[config.mk]
export PLATFORM = sky130hd
export DESIGN_NAME = adc_result_format_refsel
export DESIGN_NICKNAME = d
export VERILOG_FILES = /design/src/adc_result_format_refsel.v
export VERILOG_INCLUDE_DIRS = /design/src
export SDC_FILE = /design/constraint.sdc
export NUM_CORES = 1
export LEC_CHECK = 0
export CAP_MARGIN = 10
export CORE_MARGIN = 1.5
export CORE_UTILIZATION = 30
export DETAILED_ROUTE_END_ITERATION = 10
export DONT_BUFFER_PORTS = 1
export GPL_TIMING_DRIVEN = 0
export PLACE_DENSITY = 0.46
export SLEW_MARGIN = 20
export SYNTH_ARGS = -nofsm -noshare
export SYNTH_HDL_FRONTEND = slang
export SYNTH_SLANG_ARGS = --single-unit
[constraint.sdc]
create_clock -name pclk -period 4.25 [get_ports pclk]
set_clock_uncertainty 0.15 [all_clocks]
set_input_delay 0.85 -clock pclk [delete_from_list [all_inputs] [get_ports pclk]]
set_output_delay 0.85 -clock pclk [all_outputs]
set_load 0.01 [all_outputs]
[src/adc_fmt_regs.vh]
// Register map, field positions, reset values and codes for the ADC result formatter.
// Assumes a 32-bit APB slave with one register per aligned word.
`ifndef ADC_FMT_REGS_VH
`define ADC_FMT_REGS_VH

`define OFS_INPUT_SELECT   12'h000
`define OFS_CONTROL_STATUS 12'h004
`define OFS_RESULT_LOW     12'h008
`define OFS_RESULT_HIGH    12'h00c
`define OFS_IRQ_STATUS     12'h010
`define OFS_IRQ_MASK       12'h014
`define OFS_ACTIVE_SELECT  12'h018

`define BIT_LEFT_ADJUST    5
`define BIT_BUSY           6
`define BIT_DONE_FLAG      4
`define BIT_START          6

`define RST_INPUT_SELECT   8'h00
`define RST_IRQ_MASK       1'b0
`define RST_REFERENCE      2'b00
`define RST_CHANNEL        5'h00
`define RST_RESULT         10'h000

`define REF_EXTERNAL_PIN   2'b00
`define REF_ANALOG_SUPPLY  2'b01
`define REF_RESERVED       2'b10
`define REF_INTERNAL_256   2'b11

`define DIFF_POS_MAX       10'h1ff
`define DIFF_NEG_MIN       10'h200
`define SE_MAX             10'h3ff

`endif

[src/adc_result_format_refsel.v]
// ADC result formatting, reference and channel selection with deferred update.
// Assumes an analog core that pulses conv_start/conv_end and supplies a raw
// signed difference or unsigned sample plus a differential indicator.
//
// How it works
// - Result readable in byte pair after done
// - Single-ended gives unsigned 10-bit code
// - Differential gives signed two's-complement code
// - Top result bit marks negative difference
// - Differential code saturates at both ends
// - Bits 7:6 choose one of three references
// - Reference change waits for conversion end
// - Left-adjust bit selects result justification
// - Left-adjust change acts on result immediately
// - Bits 4:0 pick inputs, gain; deferred
// - Done flag set when results updated
//
// The implementer's own choices: the APB register port and the register offsets.
`timescale 1ns/1ps
`default_nettype none
`include "adc_fmt_regs.vh"

module adc_result_format_refsel (
    input  wire        pclk,
    input  wire        presetn,
    input  wire        psel,
    input  wire        penable,
    input  wire        pwrite,
    input  wire [11:0] paddr,
    input  wire [31:0] pwdata,
    output reg  [31:0] prdata,
    output wire        pready,
    output wire        pslverr,
    input  wire        conv_start,
    input  wire        conv_end,
    input  wire        sample_is_diff,
    input  wire [10:0] sample_raw,
    output reg  [1:0]  reference_select,
    output reg  [4:0]  channel_gain_select,
    output reg         conversion_busy,
    output wire        irq
);

    reg  [7:0]  adc_input_select_reg;
    reg  [9:0]  result_code;
    reg         conversion_done_flag;
    reg         irq_status;
    reg         irq_mask;
    wire        wr_en;
    wire        rd_en;
    wire        addr_ok;
    wire [15:0] result_pair;
    wire [9:0]  next_code;
    wire        result_sign_bit;
    wire        done_clear;

    // Inputs to the code path: 11-bit signed difference for differential,
    // unsigned value in the low bits for single-ended; wider range saturates.
    function [9:0] encode;
        input        diff;
        input [10:0] raw;
        begin
            if (diff) begin
                if (!raw[10] && raw[9]) begin
                    encode = `DIFF_POS_MAX;
                end else if (raw[10] && !raw[9]) begin
                    encode = `DIFF_NEG_MIN;
                end else begin
                    encode = raw[9:0];
                end
            end else if (raw[10]) begin
                encode = `SE_MAX;
            end else begin
                encode = raw[9:0];
            end
        end
    endfunction

    assign next_code       = encode(sample_is_diff, sample_raw);
    assign result_sign_bit = result_code[9];

    // Justification is applied on read, so the bit acts at once
    assign result_pair = adc_input_select_reg[`BIT_LEFT_ADJUST] ?
                         {result_sign_bit, result_code[8:0], 6'h00} :
                         {6'h00, result_code};

    assign pready  = 1'b1;
    assign addr_ok = (paddr == `OFS_INPUT_SELECT) || (paddr == `OFS_CONTROL_STATUS) ||
                     (paddr == `OFS_RESULT_LOW) || (paddr == `OFS_RESULT_HIGH) ||
                     (paddr == `OFS_IRQ_STATUS) || (paddr == `OFS_IRQ_MASK) ||
                     (paddr == `OFS_ACTIVE_SELECT);
    assign pslverr = psel && penable && !addr_ok;
    assign wr_en   = psel && penable && pwrite && addr_ok;
    assign rd_en   = psel && penable && !pwrite;
    assign done_clear = wr_en && (paddr == `OFS_CONTROL_STATUS) && pwdata[`BIT_DONE_FLAG];
    assign irq     = irq_status && irq_mask;

    // Software copy; all eight bits stored, reserved reference code included
    always @(posedge pclk or negedge presetn) begin
        if (!presetn) begin
            adc_input_select_reg <= `RST_INPUT_SELECT;
            irq_mask             <= `RST_IRQ_MASK;
        end else if (wr_en) begin
            if (paddr == `OFS_INPUT_SELECT) begin
                adc_input_select_reg <= pwdata[7:0];
            end else if (paddr == `OFS_IRQ_MASK) begin
                irq_mask <= pwdata[0];
            end
        end
    end

    // Active selection tracks the copy while idle and locks during conversion
    always @(posedge pclk or negedge presetn) begin
        if (!presetn) begin
            reference_select    <= `RST_REFERENCE;
            channel_gain_select <= `RST_CHANNEL;
        end else if (!conversion_busy || conv_end) begin
            reference_select    <= adc_input_select_reg[7:6];
            channel_gain_select <= adc_input_select_reg[4:0];
        end
    end

    // Result and flag update together; set wins over a same-cycle clear
    always @(posedge pclk or negedge presetn) begin
        if (!presetn) begin
            conversion_busy      <= 1'b0;
            result_code          <= `RST_RESULT;
            conversion_done_flag <= 1'b0;
            irq_status           <= 1'b0;
        end else begin
            if (conv_end) begin
                conversion_busy <= 1'b0;
            end else if (conv_start) begin
                conversion_busy <= 1'b1;
            end
            if (conv_end && conversion_busy) begin
                result_code <= next_code;
            end
            if (conv_end && conversion_busy) begin
                conversion_done_flag <= 1'b1;
            end else if (done_clear) begin
                conversion_done_flag <= 1'b0;
            end
            if (conv_end && conversion_busy) begin
                irq_status <= 1'b1;
            end else if (rd_en && paddr == `OFS_IRQ_STATUS) begin
                irq_status <= 1'b0;
            end
        end
    end

    // Registered read data; zero for unmapped addresses
    always @(posedge pclk or negedge presetn) begin
        if (!presetn) begin
            prdata <= 32'h00000000;
        end else if (psel && !penable && !pwrite) begin
            if (paddr == `OFS_INPUT_SELECT) begin
                prdata <= {24'h000000, adc_input_select_reg};
            end else if (paddr == `OFS_CONTROL_STATUS) begin
                prdata <= {25'h0000000, conversion_busy, 1'b0, conversion_done_flag, 4'h0};
            end else if (paddr == `OFS_RESULT_LOW) begin
                prdata <= {24'h000000, result_pair[7:0]};
            end else if (paddr == `OFS_RESULT_HIGH) begin
                prdata <= {24'h000000, result_pair[15:8]};
            end else if (paddr == `OFS_IRQ_STATUS) begin
                prdata <= {31'h00000000, irq_status};
            end else if (paddr == `OFS_IRQ_MASK) begin
                prdata <= {31'h00000000, irq_mask};
            end else if (paddr == `OFS_ACTIVE_SELECT) begin
                prdata <= {24'h000000, reference_select, 1'b0, channel_gain_select};
            end else begin
                prdata <= 32'h00000000;
            end
        end
    end

endmodule
`default_nettype wire

==> results_dict.tcl, run 1 <==
set metrics [dict create \
    dp.cells 362 \
    drv_cap 0 \
    rows 31 \
    slew_headroom_pct 40.5 \
    gr-usage-met2_pct 23.6 \
    finalSetupTns_ns 0 \
    io_buffers 0 \
    start_util_pct 31.4 \
    grt_first_pass_wirelength_mm 9.54 \
    clk_pin_slew_worst_paths_ns 0.08 \
    ctsResizeCount 0 \
    rsz0062_at_grt "no" \
    grt_max_degree 38 \
    use_met1_pct 20.3 \
    via_per_inst 4.86 \
    postCtsSetupBuffers 0 \
    drtIter0Drc 128 \
    r2r-end "prdata[6]" \
    crit_buf_inv 2 \
    cts_tree "done" \
    yosysWarnings 0 \
    crit_family "buffers and inverters" \
    reg2reg_depth 6 \
    p_leak_uw 0.00120 \
    path_cells "clkbuf_1 -> clkbuf_1 -> nand3_1 -> a31oi_1" \
    fp.coreArea_um2 7330 \
    grt_overflow_total 0 \
    root_buffer "clkbuf_8" \
    avgSynthCellArea_um2 9.59 \
    instances_no_fill 370 \
    path_max_fanout 10 \
    htree_levels 2 \
    ys_types 46 \
    status "complete, no violations" \
    rrSetupSlack_ns 2.32 \
    fin_hold_ws_ns 0.0937 \
    holdBufCountCts 0 \
    nNetsFinal 333 \
    r2r-start "adc_input_select_reg[5]" \
    area_growth_pct 14.0 \
    crit_path_end_kind "output pin" \
    cts_made_buffers 5 \
    irDropWorstVdd_uv 106 \
    cp.arrival_ns 2.16 \
    cpPeakStageDelay_ns 0.45 \
    syn_inst 240 \
    worst_path_max_delay_cell "clkbuf_1" \
    vias 1798 \
    max_freq_mhz 317 \
    use_met3_pct 3.54 \
    track_usage_pct 14.9 \
    synth-async-reset-ratio_pct 100 \
    dieArea_um2 8200 \
    finalHoldViolCount 0 \
    largest_reg_flops 10 \
    syn_area_um2 2300 \
    synth-seq-area-share_pct 40.2 \
    place_area_um2 2510 \
    synth_flop_cell "dfrtp_1" \
    drt_wl_total_mm 5.75 \
    drc 0 \
    synth-edff-count 0 \
    worstSetupPathType "input pin to output pin" \
    cts.sinks 37 \
    period_share_pct 74.3 \
    wl_per_cell_um 15.6 \
    die_x_um 90.6 \
    p_per_area_nw_per_um2 315 \
    crit_path_frequent_cell "clkbuf_1" \
    dp_hpwl_mm 4.62 \
    drive_gt1_share_pct 22.5 \
    place.gp.congestion 0.867 \
    cp-start-kind "input pin" \
    insertion_delay_ns 0.29 \
    fp.dieH_um 90.6 \
    ant_nets 0 \
    clock_tree.buffer_depth 2 \
    maxSlewViolCount 0 \
    final_util_pct 35.8 \
    tightest_slew_ns 0.891 \
    insertedDiodeCount 0 \
    top_usage_layer "met2" \
    final_cell_area_um2 2620 \
    required_ns 3.25 \
    num_io_pins 106 \
    grt_antenna_before_repair 0 \
    fin_crit_ns 3.16 \
    hold_class "input pin to async pin" \
    ys_ff_latch 37 \
    setup_violations 0 \
    grt_pass1_vias 1790 \
    first_pass_iters 4 \
]
==> per-layer routing <==
metal / part of all wire (%) / up-vias
met3: 7.2 / 2
li1: - / 874
met2: 46 / 68
met1: 46 / 854
met4: 0.61 / 0
met5: 0 / -
==> through the flow <==
stage          worst slack [ns]  power (uW)
2_1_floorplan              1.37         503
3_3_place_gp               1.08         527
3_5_place_dp               1.10         529
4_1_cts                    1.10         835
5_1_grt                   0.924         873
6_report                   1.09         827
==> worst max path at each step <==
| stage | from | to | slack, ns | cells past startpoint |
|---|---|---|---|---|
| 2_1_floorplan | paddr[11] | pslverr | 1.37 | 4 |
| 3_3_place_gp | paddr[2] | pslverr | 1.08 | 4 |
| 3_5_place_dp | paddr[2] | pslverr | 1.10 | 4 |
| 4_1_cts | paddr[2] | pslverr | 1.10 | 4 |
| 5_1_grt | paddr[2] | pslverr | 0.92 | 4 |
| 6_report | paddr[2] | pslverr | 1.09 | 4 |
==> power by group <==
part	total, uW	switching [uW]	leakage [uW]	internal (uW)
clock network	306	130	0.0000554	176
logic	113	56.7	0.000682	56.6
registers	408	28.1	0.000465	380
==> layout make-up <==
cell class / count / area (um^2)
clock inverter: 2 / 38.8
fill: 800 / 4710
multi-input combinational: 183 / 1190
sequential: 37 / 926
clock buffer: 6 / 72.6
buffer: 40 / 260
tap: 99 / 124
inverter: 3 / 11.3
==> worst reg2reg max path, delay by kind of cell (launching register included) <==
family | cells | cell delay, ns
AO/OA/AOI/OAI | 3 | 0.55
buffers and inverters | 2 | 0.68
flip-flops | 1 | 0.33
AND/OR/NAND/NOR | 1 | 0.13
==> layout by cell type (no fill, tap or decap), types with 2 or more instances in the layout <==
master and n:
mux2i_1 3, a21o_1 10, clkbuf_8 5, o211ai_1 2
and2_1 2, or3b_2 3, nor3_1 3, nor2b_1 4
nor3b_1 3, inv_1 3, mux2_4 7, nor2_1 12
buf_6 2, or3_1 4, nand2_1 21, nand2b_1 6
a22oi_1 2, nor4b_1 3, a2bb2oi_1 2, nand3_1 5
or4_1 2, nor4_1 3, a21oi_1 20, dfrtp_1 37
o31ai_1 2, buf_4 25, o21ai_0 6, o2bb2ai_1 2
clkbuf_1 13, a221oi_1 2, a31oi_1 4, mux2_2 10
and3_1 3, conb_1 25
==> cell families (layout without fill, tap and decap cells) <==
| kind of cell | Yosys count | in the layout | share of synthesized area [%] |
|---|---|---|---|
| other | 2 | 25 | 0.326 |
| AND/OR/NAND/NOR | 78 | 78 | 19.5 |
| multiplexers | 20 | 20 | 10.8 |
| buffers and inverters | 43 | 51 | 11.8 |
| flip-flops | 37 | 37 | 40.2 |
| AO/OA/AOI/OAI | 60 | 60 | 17.4 |
==> cell usage after synthesis, types with 2 or more instances <==
library cell | n | area share, %
inv_1 | 3 | 0.49
a21o_1 | 10 | 3.3
nor4b_1 | 3 | 1.1
a2bb2oi_1 | 2 | 0.76
nand2b_1 | 6 | 1.6
dfrtp_1 | 37 | 40
mux2_2 | 10 | 4.9
conb_1 | 2 | 0.33
buf_4 | 25 | 8.2
nor2_1 | 12 | 2.0
and2_1 | 2 | 0.54
buf_6 | 2 | 0.98
nor2b_1 | 4 | 1.1
nand2_1 | 21 | 3.4
clkbuf_1 | 12 | 2.0
a21oi_1 | 20 | 4.4
o211ai_1 | 2 | 0.65
and3_1 | 3 | 0.82
nor3b_1 | 3 | 0.98
or3_1 | 4 | 1.1
or3b_2 | 3 | 1.1
a22oi_1 | 2 | 0.65
mux2_4 | 7 | 4.6
or4_1 | 2 | 0.65
nor4_1 | 3 | 0.82
a31oi_1 | 4 | 1.1
nand3_1 | 5 | 1.1
mux2i_1 | 3 | 1.3
a221oi_1 | 2 | 0.76
o31ai_1 | 2 | 0.65
nor3_1 | 3 | 0.65
o2bb2ai_1 | 2 | 0.76
o21ai_0 | 6 | 1.3
(Power assumes the default switching activity.)
==> inputs of run 2 (changes only) <==
--- a/config.mk
+++ b/config.mk
@@ -12,7 +12,7 @@
 export DETAILED_ROUTE_END_ITERATION = 10
 export DONT_BUFFER_PORTS = 1
 export GPL_TIMING_DRIVEN = 0
-export PLACE_DENSITY = 0.46
+export PLACE_DENSITY = 0.47
 export SLEW_MARGIN = 20
 export SYNTH_ARGS = -nofsm -noshare
 export SYNTH_HDL_FRONTEND = slang
==> constraint.sdc (replaced) <==
create_clock -name pclk -period 2.85 [get_ports pclk]
set_clock_uncertainty 0.15 [all_clocks]
set_input_delay 0.57 -clock pclk [delete_from_list [all_inputs] [get_ports pclk]]
set_output_delay 0.57 -clock pclk [all_outputs]
set_load 0.01 [all_outputs]
==> run 2 against run 1 <==
Effect of this change: register-to-register slack worse by 1.4 ns; cell count increased by 0.27%; critical path depth unchanged; worst hold slack improved by 0.090 ns; first-iteration DRC count shrank 38%; sequential power grew 49%; die area is the same; critical path type unchanged; final area up 0.33%; clock power grew 25%; via count about the same; core utilization rose by 0.12 points; highest routed layer unchanged; global-route usage is 0.53 points higher; critical endpoint unchanged.
==> results_dict.tcl, run 2 (same netlist as run 1, synthesis figures left out) <==
set metrics [dict create \
    hold_end "conversion_busy" \
    ctsResizeCount 0 \
    rrSetupSlack_ns 0.94 \
    worstSetupPathType "input pin to output pin" \
    cp.arrival_ns 1.88 \
    drtIter0Drc 80 \
    gr-usage-met2_pct 25.1 \
    p_leak_uw 0.00120 \
    fin_crit_ns 2.60 \
    grt_pass1_vias 1806 \
    irDropWorstVdd_uv 186 \
    num_io_pins 106 \
    slew_headroom_pct 39.7 \
    insertedDiodeCount 0 \
    multi_input_area_um2 1190 \
    seqCellArea_um2 926 \
    cp-start-kind "input pin" \
    path_cells "clkbuf_1 -> clkbuf_1 -> nand3_1 -> a31oi_1" \
    r2r-start "adc_input_select_reg[5]" \
    dp_hpwl_mm 4.63 \
    die_x_um 90.6 \
    holdBufCountCts 2 \
    final_cell_mix "dfrtp_1 (37), buf_4 (25), conb_1 (25)" \
    status "complete, no violations" \
    first_pass_iters 4 \
    setup_violations 0 \
    p_per_area_nw_per_um2 445 \
    total_power_uw 1170 \
    crit_buf_inv 2 \
    drt_wl_total_mm 5.89 \
    largest_reg_flops 10 \
    cts_made_buffers 5 \
    grt_antenna_before_repair 0 \
    crit_path_frequent_cell "clkbuf_1" \
    root_buffer "clkbuf_8" \
    htree_levels 2 \
    final_common_cell "dfrtp_1" \
    reg2reg_depth 6 \
    required_ns 2.13 \
    use_met1_pct 20.3 \
    top_usage_layer "met2" \
    hold_start "conv_end" \
    worst_hold_path.num_cells 1 \
    finalSetupTns_ns 0 \
    cts_tree "done" \
    worst_path_max_delay_cell "clkbuf_1" \
    hold_class "input pin to flop" \
    finalHoldViolCount 0 \
    clk_pin_slew_worst_paths_ns 0.08 \
    vias 1799 \
    nNetsFinal 335 \
    r2r-end "prdata[6]" \
    area_growth_pct 14.4 \
    period_share_pct 91.2 \
    place_ws_ns 0.156 \
    rows 31 \
    track_usage_pct 15.4 \
    n_fill_cell 753 \
    place.gp.congestion 0.881 \
    grt_first_pass_wirelength_mm 9.79 \
    crit_path_start "paddr[2]" \
    maxSlewViolCount 0 \
    fp.coreArea_um2 7330 \
    cts.sinks 37 \
    postCtsSetupBuffers 0 \
    grt_max_degree 38 \
    start_util_pct 31.4 \
    insertion_delay_ns 0.29 \
    clock_tree.buffer_depth 2 \
    drc 0 \
    crit_path_end_kind "output pin" \
    tightest_slew_ns 0.903 \
    fin_hold_ws_ns 0.183 \
    worst_slack_ns 0.250 \
    crit_family "buffers and inverters" \
    grt_overflow_total 0 \
    ant_nets 0 \
    fp.dieH_um 90.6 \
    drv_cap 0 \
    rsz0062_at_grt "no" \
    io_buffers 0 \
    wl_per_cell_um 15.9 \
    dieArea_um2 8200 \
    use_met3_pct 3.11 \
    cpPeakStageDelay_ns 0.44 \
    max_freq_mhz 385 \
    drive_gt1_share_pct 22.8 \
    via_per_inst 4.85 \
    path_max_fanout 10 \
]
[run 2: changes by cell type in the layout (fill, tap and decap cells not counted)]
| cell | change |
|---|---|
| bufinv_16 | -1 |
| clkinv_4 | -1 |
| clkbuf_8 | +1 |
| clkbuf_1 | -1 |
| dlygate4sd3_1 | +1 |
| buf_12 | +1 |
| clkinvlp_4 | +1 |
[run 2: routing by layer]
layer  part of all wire [%]  up-vias
met5                      0        -
met4                    1.3        0
met3                    6.5        5
met2                     47       71
met1                     45      850
li1                       -      873
[run 2: per-stage QoR]
step	instance area [um^2]	std cells	utilization, %
6_report	2630	371	35.9
5_1_grt	2630	371	35.9
4_1_cts	2630	371	35.9
3_5_place_dp	2510	362	34.3
3_3_place_gp	2510	362	34.3
2_1_floorplan	2390	263	-
[run 2: layout make-up]
cell class | instances | area share [%]
Inverter | 3 | 0.428
Multi-Input combinational cell | 183 | 45.2
Clock buffer | 6 | 3.14
Tap cell | 99 | 4.71
Buffer | 40 | 9.89
Clock inverter | 1 | 0.285
Sequential cell | 37 | 35.2
Timing Repair Buffer | 2 | 1.14
[run 2: worst max path at each step]
stage                                   end  slack [ns]  cells after the start
floorplan           adc_input_select_reg[0]        0.38                      6
CTS                                 pslverr        0.26                      4
global placement    adc_input_select_reg[5]        0.15                      6
finish                              pslverr        0.25                      4
global route                        pslverr        0.11                      4
detailed placement  adc_input_select_reg[1]        0.16                      6
[run 2: power breakdown]
part | switching [uW] | internal, uW
sequential | 42.0 | 566
clock | 190 | 191
combinational | 95.0 | 88.2
